### src/core/egs_pkg.sv
// Package for the enhanced GPIO shift link: offsets, fields, reset values.
// Assumes a single 50 MHz clock domain shared by all users.
package egs_pkg;
  // Register indices on the plain register port.
  localparam logic [3:0] OFS_OUT = 4'h0;
  localparam logic [3:0] OFS_IN = 4'h1;
  localparam logic [3:0] OFS_CFG = 4'h2;
  localparam logic [3:0] OFS_DIV = 4'h3;
  localparam logic [3:0] OFS_SHD0 = 4'h4;
  localparam logic [3:0] OFS_SHD1 = 4'h5;
  localparam logic [3:0] OFS_PAR = 4'h6;
  // Output register fields.
  localparam int OUT_LOAD0_BIT = 29;
  localparam int OUT_LOAD1_BIT = 30;
  // Configuration register fields.
  localparam int CFG_IMODE_LSB = 0;
  localparam int CFG_OMODE_BIT = 2;
  localparam int CFG_FIXED_BIT = 3;
  localparam int CFG_START_BIT = 4;
  localparam int CFG_LEN_LSB = 8;
  localparam int CFG_DONE_BIT = 17;
  localparam int CFG_DONE_CLR_BIT = 18;
  localparam logic [31:0] CFG_RESET = 32'h0000_0000;
  localparam logic [31:0] DIV_RESET = 32'h0000_0101;
  localparam int SHIFT_IN_W = 28;
  localparam int SHADOW_W = 16;
  localparam int SAMPLE_GROUP = 16;
  localparam int MAX_PACKET = 255;
  localparam logic [31:0] ZERO_WORD = 32'h0000_0000;
  typedef enum logic [1:0] {
    EGS_IN_DIRECT, EGS_IN_PARALLEL, EGS_IN_SHIFT, EGS_IN_ETH
  } egs_imode_e;
  typedef enum {EGS_IDLE, EGS_RUN} egs_state_e;
endpackage

### src/core/egs_tick_if.sv
// Interface carrying one cascaded divider's settings and its tick.
// Assumes the owner drives the divisors and the divider drives the tick.
`timescale 1ns/10ps
`default_nettype none
interface egs_tick_if;
  logic [7:0] div_a;
  logic [7:0] div_b;
  logic run;
  logic tick;
  modport ctl (output div_a, output div_b, output run, input tick);
  modport dvd (input div_a, input div_b, input run, output tick);
endinterface
`default_nettype wire

### src/core/egs_divider.sv
// Two cascaded programmable dividers producing a one-cycle tick.
// Assumes the divisor fields use zero as one; tick rate is clk/(a*b).
`timescale 1ns/10ps
`default_nettype none
module egs_divider (
  // Clock and reset
  input wire logic mclk,
  input wire logic reset,
  // Settings and tick
  egs_tick_if.dvd t
);
  logic [7:0] cnt_a_reg;
  logic [7:0] cnt_b_reg;
  logic tick_reg;
  wire logic [7:0] lim_a = (t.div_a == 8'h00) ? 8'h00 : t.div_a - 8'h01;
  wire logic [7:0] lim_b = (t.div_b == 8'h00) ? 8'h00 : t.div_b - 8'h01;
  wire logic wrap_a = (cnt_a_reg >= lim_a);
  wire logic wrap_b = wrap_a && (cnt_b_reg >= lim_b);
  assign t.tick = tick_reg;
  always_ff @(posedge mclk) begin
    if (reset || !t.run) begin
      cnt_a_reg <= 8'h00;
      cnt_b_reg <= 8'h00;
      tick_reg <= 1'b0;
    end else begin
      cnt_a_reg <= wrap_a ? 8'h00 : cnt_a_reg + 8'h01;
      if (wrap_a) begin
        cnt_b_reg <= wrap_b ? 8'h00 : cnt_b_reg + 8'h01;
      end
      tick_reg <= wrap_b;
    end
  end
endmodule
`default_nettype wire

### src/core/egs_gpio.sv
// Overview of operation
// - Input status read returns pin levels with controller status bits.
// - Input status write stores nothing, raises event pulses instead.
// - Output register drives the general output pins.
// - Firmware events leave as one-cycle pulses for interrupt wiring.
// - Input modes: direct, 16-bit parallel, 28-bit shift; mode 3 reads as direct.
// - Output modes: direct drive or serial shift-out only.
// - Shift-out presents one data bit per strobe clock rising edge.
// - Shift rate is core clock over twice the product of two dividers.
// - Free-running strobe by default; fixed count emits programmed pulses.
// - Fixed packet up to 255 bits; completion sets done bit 17.
// - Two 16-bit shadow buffers loaded by output bits 29, 30.
// - Shift-in samples data pin each internal tick into 28 bits.
// - Shift-in fills bit 0 to 27, then discards extra samples.
// - Shift-in contents read as input status bits 0 to 27.
// - Shift-in sample clock also from two cascaded dividers.
// - After start bit, sixteen-sample flag pulses every 16 samples.
//
// Top of the enhanced GPIO block: register port, shift-out, shift-in.
// Assumes pins are synchronous to mclk and strobes are one cycle long.
`timescale 1ns/10ps
`default_nettype none
module egs_gpio
  import egs_pkg::*;
(
  // Clock and reset
  input wire logic mclk,
  input wire logic reset,
  // Register port
  input wire logic [3:0] reg_addr,
  input wire logic [31:0] reg_wdata,
  input wire logic reg_wr,
  input wire logic reg_rd,
  output logic [31:0] reg_rdata,
  // Pins
  input wire logic [29:0] general_input_pins,
  input wire logic serial_data_in_pin,
  output logic [31:0] general_output_pins,
  // Interrupt controller paths
  input wire logic [1:0] input_status_bits,
  output logic [31:0] system_events,
  output logic shift_done_event,
  output logic sixteen_sample_count_flag
);
  logic [31:0] out_reg;
  logic [31:0] cfg_reg;
  logic [31:0] div_reg;
  logic [15:0] par_reg;
  logic [15:0] shd0_reg;
  logic [15:0] shd1_reg;
  logic full0_reg;
  logic full1_reg;
  logic [15:0] act_reg;
  logic act_sel_reg;
  logic [3:0] bit_reg;
  logic [7:0] pulse_reg;
  logic strobe_reg;
  logic sdo_reg;
  egs_state_e state_reg;
  logic done_reg;
  logic [27:0] sin_reg;
  logic [4:0] fill_reg;
  logic started_reg;
  logic prev_reg;
  logic [3:0] grp_reg;
  logic cnt16_reg;
  logic [31:0] rdata_reg;
  logic [31:0] gpo_reg;
  logic [31:0] ev_reg;
  logic done_ev_reg;

  egs_tick_if tx_t ();
  egs_tick_if rx_t ();
  egs_divider u_tx_div (.mclk(mclk), .reset(reset), .t(tx_t));
  egs_divider u_rx_div (.mclk(mclk), .reset(reset), .t(rx_t));

  function automatic logic hit(input logic [3:0] a, input logic [3:0] o);
    hit = (a == o);
  endfunction

  wire logic wr_out = reg_wr && hit(reg_addr, OFS_OUT);
  wire logic wr_in = reg_wr && hit(reg_addr, OFS_IN);
  wire logic wr_cfg = reg_wr && hit(reg_addr, OFS_CFG);
  wire logic wr_div = reg_wr && hit(reg_addr, OFS_DIV);
  wire logic wr_sh0 = reg_wr && hit(reg_addr, OFS_SHD0);
  wire logic wr_sh1 = reg_wr && hit(reg_addr, OFS_SHD1);
  wire logic [1:0] imode = cfg_reg[CFG_IMODE_LSB+:2];
  wire logic shift_out_mode = cfg_reg[CFG_OMODE_BIT];
  wire logic fixed_mode = cfg_reg[CFG_FIXED_BIT];
  wire logic [7:0] pkt_len = cfg_reg[CFG_LEN_LSB+:8];
  wire logic start_fixed = wr_cfg && reg_wdata[CFG_START_BIT];
  wire logic load0 = wr_out && reg_wdata[OUT_LOAD0_BIT];
  wire logic load1 = wr_out && reg_wdata[OUT_LOAD1_BIT];
  wire logic running = (state_reg == EGS_RUN);
  wire logic tx_tick = tx_t.tick;
  wire logic rx_tick = rx_t.tick;
  // One strobe period spans two ticks: rise then fall.
  wire logic rise = running && tx_tick && !strobe_reg;
  wire logic fall = running && tx_tick && strobe_reg;
  wire logic last_bit = (bit_reg == 4'hF);
  wire logic other_full = act_sel_reg ? full0_reg : full1_reg;
  wire logic pkt_end = fixed_mode && fall && (pulse_reg == 8'h01);
  wire logic shift_in_on = (imode == EGS_IN_SHIFT);
  wire logic sample = shift_in_on && rx_tick;
  wire logic start_seen = sample && !started_reg &&
    (serial_data_in_pin != prev_reg);
  wire logic group_end = sample && started_reg && (grp_reg == 4'hF);
  // shift-in bits read back at 27:0
  wire logic [29:0] status_low = shift_in_on ? {2'b00, sin_reg} :
    (imode == EGS_IN_PARALLEL) ? {14'h0000, par_reg} : general_input_pins;
  // read path mixes pins and controller status
  wire logic [31:0] in_word = {input_status_bits, status_low};
  wire logic [31:0] cfg_word = {cfg_reg[31:18], done_reg, cfg_reg[16:0]};
  wire logic [31:0] rd_mux =
    hit(reg_addr, OFS_OUT) ? out_reg :
    hit(reg_addr, OFS_IN) ? in_word :
    hit(reg_addr, OFS_CFG) ? cfg_word :
    hit(reg_addr, OFS_DIV) ? div_reg :
    hit(reg_addr, OFS_SHD0) ? {16'h0000, shd0_reg} :
    hit(reg_addr, OFS_SHD1) ? {16'h0000, shd1_reg} :
    hit(reg_addr, OFS_PAR) ? {16'h0000, par_reg} : ZERO_WORD;
  // direct drive or shift-out on pins 0 and 1
  wire logic [31:0] gpo_next = shift_out_mode ?
    {out_reg[31:2], strobe_reg, sdo_reg} : out_reg;

  assign tx_t.div_a = div_reg[7:0];
  assign tx_t.div_b = div_reg[15:8];
  assign tx_t.run = running;
  // shift-in uses its own cascaded divider pair
  assign rx_t.div_a = div_reg[23:16];
  assign rx_t.div_b = div_reg[31:24];
  assign rx_t.run = shift_in_on;
  assign reg_rdata = rdata_reg;
  assign general_output_pins = gpo_reg;
  assign system_events = ev_reg;
  assign shift_done_event = done_ev_reg;
  assign sixteen_sample_count_flag = cnt16_reg;

  always_ff @(posedge mclk) begin
    if (reset) begin
      out_reg <= ZERO_WORD;
      cfg_reg <= CFG_RESET;
      div_reg <= DIV_RESET;
      rdata_reg <= ZERO_WORD;
      gpo_reg <= ZERO_WORD;
      ev_reg <= ZERO_WORD;
      par_reg <= 16'h0000;
    end else begin
      if (wr_out) out_reg <= reg_wdata;
      if (wr_cfg) cfg_reg <= reg_wdata;
      if (wr_div) div_reg <= reg_wdata;
      rdata_reg <= reg_rd ? rd_mux : ZERO_WORD;
      gpo_reg <= gpo_next;
      // writes to input status only raise events
      ev_reg <= wr_in ? reg_wdata : ZERO_WORD;
      // parallel capture latches the low pins each cycle
      if (imode == EGS_IN_PARALLEL) par_reg <= general_input_pins[15:0];
    end
  end

  always_ff @(posedge mclk) begin
    if (reset) begin
      shd0_reg <= 16'h0000;
      shd1_reg <= 16'h0000;
    end else begin
      if (wr_sh0) shd0_reg <= reg_wdata[15:0];
      if (wr_sh1) shd1_reg <= reg_wdata[15:0];
    end
  end

  wire logic take_other = fall && last_bit && other_full;
  wire logic take0 = take_other && !act_sel_reg;
  wire logic take1 = take_other && act_sel_reg;
  always_ff @(posedge mclk) begin
    if (reset) begin
      full0_reg <= 1'b0;
      full1_reg <= 1'b0;
    end else begin
      // A fresh load wins over the buffer being taken.
      full0_reg <= load0 ? 1'b1 : (take0 ? 1'b0 : full0_reg);
      full1_reg <= load1 ? 1'b1 : (take1 ? 1'b0 : full1_reg);
    end
  end

  // free-running default, fixed mode counts pulses
  always_ff @(posedge mclk) begin
    if (reset) begin
      state_reg <= EGS_IDLE;
      pulse_reg <= 8'h00;
    end else begin
      case (state_reg)
        EGS_IDLE: begin
          // The start pulse comes with the very write that sets the mode,
          // so it is judged on the write data, not on the old settings.
          if (start_fixed && reg_wdata[CFG_OMODE_BIT]) begin
            state_reg <= EGS_RUN;
            pulse_reg <= reg_wdata[CFG_LEN_LSB+:8];
          end else if (shift_out_mode && !fixed_mode) begin
            state_reg <= EGS_RUN;
            pulse_reg <= pkt_len;
          end
        end
        EGS_RUN: begin
          if (!shift_out_mode || pkt_end) begin
            state_reg <= EGS_IDLE;
          end else if (fixed_mode && fall) begin
            pulse_reg <= pulse_reg - 8'h01;
          end
        end
        default: state_reg <= EGS_IDLE;
      endcase
    end
  end

  // bit presented before each strobe rise, first bit of a run with the rise, MSB first
  // swap buffers on the last bit without a gap
  always_ff @(posedge mclk) begin
    if (reset || !running) begin
      strobe_reg <= 1'b0;
      sdo_reg <= 1'b0;
      bit_reg <= 4'h0;
      act_sel_reg <= 1'b0;
      act_reg <= 16'h0000;
    end else begin
      if (tx_tick) strobe_reg <= !strobe_reg;
      if (rise && bit_reg == 4'h0) begin
        sdo_reg <= act_reg[15];
      end
      if (fall) begin
        bit_reg <= bit_reg + 4'h1;
        if (last_bit) begin
          act_sel_reg <= other_full ? !act_sel_reg : act_sel_reg;
          act_reg <= !other_full ? act_reg :
            (act_sel_reg ? shd0_reg : shd1_reg);
          sdo_reg <= !other_full ? act_reg[15] :
            (act_sel_reg ? shd0_reg[15] : shd1_reg[15]);
        end else begin
          act_reg <= {act_reg[14:0], 1'b0};
          sdo_reg <= act_reg[14];
        end
      end
      if (bit_reg == 4'h0 && !strobe_reg && !tx_tick && full0_reg &&
          act_reg == 16'h0000) begin
        act_reg <= shd0_reg;
      end
    end
  end

  // done flag at bit 17 on packet end
  // held until cleared or restart; set wins over clear
  always_ff @(posedge mclk) begin
    if (reset) begin
      done_reg <= 1'b0;
      done_ev_reg <= 1'b0;
    end else begin
      done_reg <= pkt_end ? 1'b1 :
        ((start_fixed || (wr_cfg && reg_wdata[CFG_DONE_CLR_BIT])) ? 1'b0 :
        done_reg);
      done_ev_reg <= pkt_end;
    end
  end

  // fill from bit 0 upward, extra samples dropped
  // first transition taken as start, not stored
  always_ff @(posedge mclk) begin
    if (reset || !shift_in_on) begin
      sin_reg <= 28'h0000000;
      fill_reg <= 5'h00;
      started_reg <= 1'b0;
      prev_reg <= 1'b0;
    end else if (sample) begin
      prev_reg <= serial_data_in_pin;
      if (start_seen) begin
        started_reg <= 1'b1;
      end else if (started_reg && fill_reg < 5'(SHIFT_IN_W)) begin
        sin_reg[fill_reg] <= serial_data_in_pin;
        fill_reg <= fill_reg + 5'h01;
      end
    end
  end

  // flag pulses each 16 samples after start
  always_ff @(posedge mclk) begin
    if (reset || !shift_in_on) begin
      grp_reg <= 4'h0;
      cnt16_reg <= 1'b0;
    end else begin
      if (sample && started_reg) grp_reg <= grp_reg + 4'h1;
      cnt16_reg <= group_end;
    end
  end

  a_event_pulse: assert property (@(posedge mclk) disable iff (reset)
    wr_in |=> (ev_reg == $past(reg_wdata)) ##1 (ev_reg == 32'h0 || $past(wr_in)))
    else $error("event pulse wrong");
  a_read_late: assert property (@(posedge mclk) disable iff (reset)
    reg_rd && hit(reg_addr, OFS_IN) |=>
    reg_rdata[31:30] == $past(input_status_bits))
    else $error("read data wrong");
  a_done_set: assert property (@(posedge mclk) disable iff (reset)
    pkt_end |=> done_reg && done_ev_reg)
    else $error("done not set");
  a_done_hold: assert property (@(posedge mclk) disable iff (reset)
    done_reg && !wr_cfg |=> done_reg)
    else $error("done dropped");
  a_fill_cap: assert property (@(posedge mclk) disable iff (reset)
    fill_reg <= 5'h1C)
    else $error("fill overflow");
  a_cnt16_one: assert property (@(posedge mclk) disable iff (reset)
    cnt16_reg |=> !cnt16_reg)
    else $error("flag not self clear");
  a_gpo_direct: assert property (@(posedge mclk) disable iff (reset)
    !shift_out_mode && $stable(out_reg) |=> gpo_reg == $past(out_reg))
    else $error("pins not driven");
  a_strobe_idle: assert property (@(posedge mclk) disable iff (reset)
    !running |=> !strobe_reg)
    else $error("strobe active idle");
endmodule
`default_nettype wire

### config.mk
export PLATFORM = sky130hd
export DESIGN_NAME = egs_gpio
export DESIGN_NICKNAME = d
export VERILOG_FILES = /design/src/core/egs_pkg.sv /design/src/core/egs_tick_if.sv /design/src/core/egs_divider.sv /design/src/core/egs_gpio.sv
export SDC_FILE = /design/constraint.sdc
export NUM_CORES = 1
export LEC_CHECK = 0
export ABC_AREA = 1
export BUFFER_PORTS_ARGS = -buffer_cell sky130_fd_sc_hd__buf_2
export CAP_MARGIN = 10
export CORE_ASPECT_RATIO = 1.75
export CORE_MARGIN = 2
export CORE_UTILIZATION = 45
export CTS_BUF_LIST = sky130_fd_sc_hd__clkbuf_8
export DETAILED_ROUTE_END_ITERATION = 10
export GPL_ROUTABILITY_DRIVEN = 0
export SYNTH_ARGS = -nofsm -noshare
export SYNTH_HDL_FRONTEND = slang
export SYNTH_SLANG_ARGS = --single-unit
### constraint.sdc
create_clock -name mclk -period 4.2 [get_ports mclk]
set_input_delay 0.42 -clock mclk [delete_from_list [all_inputs] [get_ports mclk]]
set_output_delay 0.42 -clock mclk [all_outputs]
set_load 0.005 [all_outputs]
# Yosys cells after proc, flatten, opt, wreduce, memory -nomap -nowiden
# Cells that the tools add are included.
[totals] input_bits=73 ff_bits=381
[op_classes] eq_ne=19 magnitude_cmp=7 mux=45 n_reduce_logical=71 add_sub_neg=12 bitwise=3
[op_table] operator="2-to-1 mux 32 bit" count=7
[op_table] operator="2-to-1 mux 16 bit" count=8
[op_table] operator="2-to-1 mux 8 bit" count=10
[op_table] operator="one-hot mux 32 bit (2 select lines)" count=1
[op_table] operator="2-to-1 mux 30 bit" count=2
[op_table] operator="subtractor 8 x 1 -> 8 bit (second input constant)" count=5
[op_table] operator="logical AND 1 bit" count=35
[op_table] operator="adder 8 x 1 -> 8 bit (second input constant)" count=4
[op_table] operator="equality test 32 x 1 -> 1 bit (second input constant)" count=1
[op_table] operator="equality test 32 x 2 -> 1 bit (second input constant)" count=1
[op_table] operator=">= comparator 8 bit" count=4
[op_table] operator="zero test 32 bit" count=1
[op_table] operator="zero test 8 bit" count=4
[op_table] operator="bitwise mux 28 bit" count=1
[op_table] operator="zero test 16 bit" count=1
[op_table] operator="one-hot mux 8 bit (2 select lines)" count=1
[op_table] operator="2-to-1 mux 1 bit" count=13
[op_table] operator="equality test 4 x 3 -> 1 bit (second input constant)" count=3
[op_table] operator="nonzero test 2 bit" count=6
[op_table] operator="adder 4 x 1 -> 4 bit (second input constant)" count=2
[op_table] operator="equality test 4 x 2 -> 1 bit (second input constant)" count=2
[op_table] operator="equality test 4 bit (second input constant)" count=2
[op_table] operator="equality test 8 x 1 -> 1 bit (second input constant)" count=1
[op_table] operator="zero test 1 bit" count=8
[op_table] operator="other kinds (20)" count=34

# Longest topological paths before layout
# Gate-level depths: netlist of run 1.
[depth] depth_word=8 ltp_mapped=19

# Hierarchy
# A second synthesis of run 1 with hierarchy kept.
[hier_totals] hier_cells=2199 area_unflattened_um2=15977.8
[by_module_without_submodules] module="egs_gpio" seq_area_each_um2=6306.0 cells_per_inst=1731 n_inst=1 area_per_inst_um2=12968.7
[by_module_without_submodules] module="egs_divider at u_rx_div" seq_area_each_um2=340.3 cells_per_inst=237 n_inst=1 area_per_inst_um2=1505.2
[by_module_without_submodules] module="egs_divider at u_tx_div" seq_area_each_um2=340.3 cells_per_inst=231 n_inst=1 area_per_inst_um2=1503.9

# Worst setup path before layout of run 1
# OpenSTA, ideal clock, no wires.
[synth_path] path_type="register to register" startpoint="reg div_reg[16]" endpoint="reg u_rx_div.cnt_b_reg[1]" arrival_time_ps=2398 path_stages_with_launch=18 path_slack_ps=1681 path_buffers=1 synth_period_minus_slack_ps=2519 cell_sequence="dfxtp_1 -> inv_1 -> ha_1 -> nand2_1 -> nor3_1 -> inv_1 -> nor3_1 -> inv_1 -> nand3_1 -> ha_1 -> nand2_1 -> inv_1 -> nor2_1 -> o21a_1 -> nand3_1 -> buf_2 -> o21ai_0 -> a21oi_1"
[synth_between] elab_chain_cells=5
[synth_lines] element="from (decl)" line_no="egs_gpio.sv:47" source="logic [31:0] div_reg;"
[synth_lines] element="from (signal assigned)" line_no="egs_gpio.sv:151" source="if (wr_div) div_reg <= reg_wdata;"
[synth_lines] element="subtractor 8 x 1 -> 8 bit / zero test 8 bit (equally long branches)" line_no="egs_divider.sv:15" source="wire logic [7:0] lim_a = (t.div_a == 8'h00) ? 8'h00 : t.div_a - 8'h01;"
[synth_lines] element="2-to-1 mux 8 bit *" line_no="egs_divider.sv:15"
[synth_lines] element=">= comparator 8 bit *" line_no="egs_divider.sv:17" source="wire logic wrap_a = (cnt_a_reg >= lim_a);"
[synth_lines] element="logical AND 1 bit" line_no="egs_divider.sv:18" source="wire logic wrap_b = wrap_a && (cnt_b_reg >= lim_b);"
[synth_lines] element="2-to-1 mux 8 bit" line_no="egs_divider.sv:28" source="cnt_b_reg <= wrap_b ? 8'h00 : cnt_b_reg + 8'h01;"
[synth_lines] element="to (signal assigned)" line_no="egs_divider.sv:28"
[synth_lines] element="to (decl)" line_no="egs_divider.sv:13" source="logic [7:0] cnt_b_reg;"
# Every way passes the cells marked *; elsewhere a longest branch is shown, timed or not.
# A chain may end at the register's enable or synchronous reset.

# Worst setup path after layout of run 1
[layout_path] startpoint="reg div_reg[16]" endpoint="reg u_rx_div.cnt_b_reg[5]"
# The elaborated chain is that of the path after synthesis.

==> results of run 1 <==
worst min-delay path, cell delays in order:
cell and delay (ns):
buf_2 0.07, inv_1 0.06, nor2_1 0.10
synth_stat cells (all sizes together):
library cell  count
o21ai           219
nor4              1
xnor2             3
o22ai             7
a22o             10
o211ai           49
o21a              4
nor2            270
a21oi           244
nor3b             3
a211oi            9
o31ai             1
clkinv            1
nor3             19
and2              1
clkbuf           71
a31oi             3
dfxtp           349
nand3b            2
o21bai            3
inv             318
nand3           116
ha               49
xor2             15
buf              26
nand2           351
nand4            39
or2               9
worst max path at each step:
stage                           start               endpoint  slack [ns]
final                     div_reg[16]  u_rx_div.cnt_b_reg[5]        0.96
after floorplan           div_reg[16]  u_rx_div.cnt_b_reg[1]        1.68
after CTS                  div_reg[0]  u_tx_div.cnt_a_reg[2]        0.99
after detailed placement   div_reg[0]  u_tx_div.cnt_a_reg[2]        1.02
after global routing       div_reg[0]  u_tx_div.cnt_a_reg[2]        0.63
after global placement     div_reg[0]  u_tx_div.cnt_a_reg[2]        1.13
layer usage:
layer | track usage, % | up-vias
met3 | 3.544 | 163
met5 | 0 | -
met1 | 29.26 | 7013
met4 | 20.73 | 0
met2 | 51.20 | 460
li1 | - | 7427
metrics by stage:
stage | instances | power, W | hold slack, ns | area, um2
2_1_floorplan | 2192 | 0.003758 | 0.4145 | 15780
3_3_place_gp | 2745 | 0.003955 | 0.4222 | 16970
3_5_place_dp | 2745 | 0.003962 | 0.4285 | 16970
4_1_cts | 2841 | 0.007118 | 0.04895 | 18160
5_1_grt | 2842 | 0.007307 | 0.08430 | 18160
6_report | 2842 | 0.007073 | 0.07489 | 18160
cells in the final DEF, fill, tap and decap left out, drive strengths merged:
cell / n
nand2: 351
dfxtp: 349
inv: 329
nor2: 270
a21oi: 244
o21ai: 219
buf: 190
nand3: 116
clkbuf: 65
o211ai: 49
ha: 49
nand4: 39
nor3: 19
xor2: 15
clkinv: 14
a22o: 10
or2: 9
a211oi: 9
o22ai: 7
bufinv: 6
o21a: 4
a31oi: 3
o21bai: 3
xnor2: 3
nor3b: 3
nand3b: 2
diode: 1
o31ai: 1
nor4: 1
and2: 1
clkinvlp: 1
cells by family (layout without fill, tap and decap cells):
logic type | Yosys count | in the layout | share of synthesized area [%]
compound gates | 549 | 549 | 18.78
xor+xnor | 18 | 18 | 0.9993
fa+ha+maj | 49 | 49 | 3.886
buf+inv | 416 | 605 | 10.09
flops | 349 | 349 | 44.29
other cells | 0 | 1 | 0
simple gates | 811 | 811 | 21.96
report_power, final:
group / internal, W / total (W) / leakage (nW) / switching, W
registers: 0.00335 / 0.00338 / 2.82 / 0.0000266
clock network: 0.00177 / 0.00318 / 0.661 / 0.00140
logic: 0.000148 / 0.000517 / 4.24 / 0.000369
total: 0.00527 / 0.00707 / 7.72 / 0.00180
layout make-up:
type	count	area, um2
clock inverter	31	299.0
fill	3394	16410
inverter	319	1197
timing repair buffer	190	1001
multi-input combinational	1427	7206
tap	460	575.6
antenna	1	2.502
sequential	349	6987
clock buffer	65	894.6
==> results.md, run 1 <==
* Via Count at 15060
* Cell-by-cell trace of the critical path: inv_1, ha_1, nand2_1, nor3_1, inv_1, nor3_1, inv_1, o21ai_0, ha_1, nand2_1, inv_1, o21ai_0, nand2_1, nand2_1, nand3_1, nand2_1, nand2_1, a21oi_1
* CTS sink count at 349
* PortBufs at 170
* Hold Path Depth at 3
* Type of the worst setup path: reg -> reg
* ANT nets after route at 0
* Fin Clk Skew at 0.02132 ns
* Biggest area consumer among synthesized cells: dfxtp_1
* Setup TNS at 0 ns
* CTS buffer count at 51
* Seq/Total Area, Yosys at 44.29%
* Fmax at 309.1 MHz
* CTS Buffer Depth at 3
* Worst setup margin at 0.9647 ns
* Crit-path max cell delay at 0.39 ns
* Post-cts sizing count at 0
* Area of the mapped netlist at 15780 um2
* Share of cells above drive strength 1 at 13.23%
* Final core occ at 52.54%
* CP Data Required Time at 4.73 ns
* Final period util at 77.03%
* Synth cell types at 38
* Hold Path Class: in -> reg
* CP most frequent cell: nand2_1
* # rows at 90
* Die Width at 145.5 um
* Htree depth at 2
* Launching point of the worst reg2reg path: div_reg[16]
* Max VDD drop at 0.3125 mV
* DIE AREA at 36630 um2
* Die height at 251.7 um
* Syn Nets at 2314
* Number of global-route vias before repair at 14530
* Met3 Wirelength at 2158 um
* Final hold viol count at 0
* Worst hold start: reg_wdata[17]
* Clock transition at path regs at 0.07 ns
* Mapped Cells at 2192
* Max_cap viols at 0
* Dpl ws at 1.020 ns
* Post-synthesis average cell area at 7.197 um2
* Drt pass-1 iters at 7
* # DRC at 0
* Top-area cell type share of the netlist area at 44.29%
* Critical path's slowest cell: nand3_1
* Initial Util at 45.64%
* Worst-Margin Slew at 1.141 ns
* Final setup vio count at 0
* Period minus WS final at 3.235 ns
* Initial DRC Count at 1080
* Unrepaired setup endpoints after global routing: no
* Total routed wirelength at 52550 um
* Max layer used: met4
* Vias per std cell at 5.300
* Io pins at 171
* Met2 wire length at 26540 um
* Largest cells by area after synthesis: dfxtp_1 44%, nand2_1 8.2%, a21oi_1 7.7%
* Total track usage at 28.02%
* Worst Path Arrival at 3.76 ns
* WL/cell at 18.49 um
* Worst setup EP type: flop
* Post-CTS Setup Inserts at 0
* Crit-path max FO at 14
* Slew Viols, Final at 0
* Layout net count at 2460
* Clock latency on the worst-skew pair at 0.62 ns
* Hold EP: system_events[17]
* Root Buffer: clkbuf_8
* Pleak at 7.719 nW
* Yosys warns at 0
* Largest net degree at the start of global routing at 82
* Power Dens Cells at 389.5 nW/um2
* CP Depth at 18
* R2R setup slack at 0.96 ns
* Status: complete, no violations
* Met1 WL at 19480 um
* Post-DP HPWL at 39040 um
* WP buf/inv at 4
* Core area at 34570 um2
* Rel. slew slack at 23.84%
* R2r endpoint: u_rx_div.cnt_b_reg[5]
* Area Growth Syn to Fin at 15.12%
* CP delay by family, top: simple AND/OR/NAND/NOR gates
* R2R cell count at 18
* CTS tree: built
* Wire length of the first global-routing pass at 80070 um
* Seq cells post-synth at 349
* CP startpoint kind: flop
* Remaining global-route overflow at 0
* Hold_buf cts at 0
* Initial antenna violation count at 1
(Power assumes the default switching activity.)
==> inputs of run 2 (changes only) <==
- ABC_AREA: 1 -> 0
- clock period: 4.2 -> 3.4 ns (I/O delays scaled with it)
==> run 2 against run 1 <==
  * Maximum frequency is 2.7% higher
  * Non-clock buffer count is 53 higher
  * Synthesized area is 0.70% lower
  * Sequential power is 23% higher
  * Via count is 6.5% lower
  * Critical path type unchanged
==> results.md, run 2 <==
* Status: complete, no violations
* Remaining global-route overflow at 0 (unchanged)
* Largest cells by area after synthesis: dfxtp_1 45%, nand2_1 8.6%, a21oi_1 6.7%
* CTS tree: built
* Final hold viol count at 0 (unchanged)
* Final period util at 92.65% (+16 points)
* Pleak at 7.142 nW (-7.5%)
* Setup TNS at 0 ns (unchanged)
* Yosys warns at 0 (unchanged)
* Sequential Area at 6987 um2 (unchanged)
* Final core occ at 53.34% (+0.80 points)
* CP Data Required Time at 3.92 ns (-0.81 ns)
* Clock latency on the worst-skew pair at 0.62 ns (about the same)
* Vias per std cell at 5.516 (+4.1%)
* Dpl ws at 0.1523 ns (-0.8678 ns)
* Fmax at 317.5 MHz (+2.7%)
* Root Buffer: clkbuf_8
* Power Dens Cells at 454.2 nW/um2 (+17%)
* Crit-path max FO at 18 (+4)
* Via Count at 14080 (-6.5%)
* # DRC at 0 (unchanged)
* Met1 WL at 18880 um (-3.1%)
* Area of the multi-input gates at 7983 um2 (+11%)
* Largest net degree at the start of global routing at 65 (-21%)
* Period minus WS final at 3.150 ns (-0.08517 ns)
* Final setup vio count at 0 (unchanged)
* Post-synthesis average cell area at 8.315 um2 (+16%)
* Clock transition at path regs at 0.06 ns (about the same)
* Die Width at 145.0 um (-0.34%)
* CP startpoint kind: flop
* Seq/Total Area, Yosys at 44.60% (+0.31 points)
* Slew Viols, Final at 0 (unchanged)
* Post-DP HPWL at 37150 um (-4.9%)
* CTS sink count at 349 (unchanged)
* R2R setup slack at 0.25 ns (-0.71 ns)
* Worst setup margin at 0.2499 ns (-0.7148 ns)
* Hold Path Class: in -> reg
* Htree depth at 2 (unchanged)
* Commonest non-fill, non-tap cell in the layout: nand2_1
* DIE AREA at 36380 um2 (-0.68%)
* CTS buffer count at 51 (unchanged)
* Worst-Margin Slew at 1.011 ns (-0.1299 ns)
* Area of the mapped netlist at 15670 um2 (-0.70%)
* Synth cell count leaders: 358 x nand2_1, 349 x dfxtp_1, 209 x a21oi_1, 156 x nor2_1, 81 x clkbuf_1
* CTS Buffer Depth at 3 (unchanged)
* Post-CTS Setup Inserts at 0 (unchanged)
* FILL cells at 3330 (-1.9%)
* Fin Clk Skew at 0.02679 ns (+0.005464 ns)
* PortBufs at 170 (unchanged)
* Wire length of the first global-routing pass at 78430 um (-2.0%)
* Met3 Wirelength at 2357 um (+9.2%)
* Rel. slew slack at 32.35% (+8.5 points)
* Initial antenna violation count at 1 (unchanged)
* Max_cap viols at 0 (unchanged)
* Share of cells above drive strength 1 at 14.53% (+1.3 points)
* Drt pass-1 iters at 6 (-1)
* Mapped Cells at 1884 (-14%)
* Synth async-reset ratio at 0% (unchanged)
* Area Growth Syn to Fin at 16.94%
* Total routed wirelength at 51260 um (-2.5%)
* # rows at 90 (unchanged)
* Number of global-route vias before repair at 13780 (-5.2%)
* Max VDD drop at 0.3840 mV (+23%)
* Max layer used: met4
* Worst setup EP type: flop
* Met2 wire length at 26540 um (about the same)
* Worst Path Arrival at 3.67 ns (-0.09 ns)
* WL/cell at 20.08 um (+8.6%)
* Type of the worst setup path: reg -> reg
* Io pins at 171 (unchanged)
* Syn Nets at 2006 (-13%)
* ANT nets after route at 0 (unchanged)
* Core area at 34350 um2 (-0.65%)
* Most frequent cells in the layout: 357 x nand2_1, 349 x dfxtp_1, 209 x a21oi_1
* Most used DFF post-synth: dfxtp_1
* EDFF count, synth at 0 (unchanged)
* Die height at 250.8 um (-0.35%)
* Seq cells post-synth at 349 (unchanged)
* Layout net count at 2176 (-12%)
* Initial Util at 45.61% (about the same)
* Biggest area consumer among synthesized cells: dfxtp_1
* Synth cell types at 59 (+55%)
* Initial DRC Count at 1100 (+1.9%)
* Top-area cell type share of the netlist area at 44.60% (+0.31 points)
* Total track usage at 27.57% (-0.45 points)
* Top-count cell post-synth: nand2_1
[run 2: cell types whose count changed after synthesis, moves of 33 or more]
cell | previous run | this run
nor2_1 | 260 | 156
a22o_1 | 10 | 43
mux2i_1 | 0 | 70
and2_1 | 0 | 43
o211ai_1 | 49 | 0
nand3_1 | 115 | 43
inv_1 | 310 | 52
nand2b_1 | 0 | 43
a21oi_1 | 244 | 209
o21ai_0 | 216 | 65
[run 2: power by group]
group          switching [W]  total, W  internal [W]  leakage [nW]
combinational       0.000365  0.000563      0.000198          3.71
clock                0.00167   0.00361       0.00194         0.621
sequential         0.0000256   0.00415       0.00412          2.81
[run 2: cells by family after synthesis]
logic type                 synth area share, %
AOI/OAI and AO/OA                        17.92
xor gates and xnor gates                 2.348
adders and majority gates                3.913
buffers and inverters                    4.656
DFF                                      44.60
muxes                                    4.544
and+or+nand+nor                          22.02
[run 2: per-stage QoR]
stage / cells / hold WS, ns / total power (W) / instance area (um2)
6_report: 2553 / 0.04106 / 0.008322 / 18320
5_1_grt: 2553 / 0.03889 / 0.008583 / 18320
4_1_cts: 2552 / 0.001686 / 0.008384 / 18300
3_5_place_dp: 2431 / 0.4419 / 0.004770 / 16920
3_3_place_gp: 2431 / 0.4389 / 0.004763 / 16920
2_1_floorplan: 1884 / 0.4259 / 0.004511 / 15670
[run 2: path summary, 6_finish.rpt]
check	from	end	depth (start not counted)
setup / recovery	div_reg[2]	u_tx_div.cnt_b_reg[6]	11
hold / removal	reg_wdata[24]	cfg_reg[24]	3
setup reg to reg	div_reg[2]	u_tx_div.cnt_b_reg[6]	11
hold reg to reg	out_reg[13]	general_output_pins[13]	2
[run 2: final cells by class]
type	count	share of cell area (%)
diodes	1	0.01366
clock buffers	65	4.883
clock inverters	26	1.038
inverters	52	1.065
multi-input cells	1357	43.57
flip-flops and latches	349	38.14
well taps	460	3.142
repair buffers	243	8.148
[run 2: layer usage]
layer	GRT usage, %	up-vias
met5	0	-
met4	17.40	0
li1	-	6822
met1	29.27	6715
met3	3.648	125
met2	51.16	421
[run 2: repair_timing]
action	in CTS	in global routing
hold endpoints to repair	53	0
gates resized for setup	0	2
hold buffers	30	0
setup endpoints to repair	0	9
[run 2: worst max-delay path, stage by stage (launching register included)]
cell	delay (ns)
dfxtp_1	0.37
nor4_2	0.36
nand2_1	0.14
or3_1	0.34
and2_1	0.17
ha_1	0.27
nand2b_1	0.14
a2111o_1	0.41
a31oi_2	0.25
buf_12	0.18
o21ai_1	0.22
a21oi_1	0.21
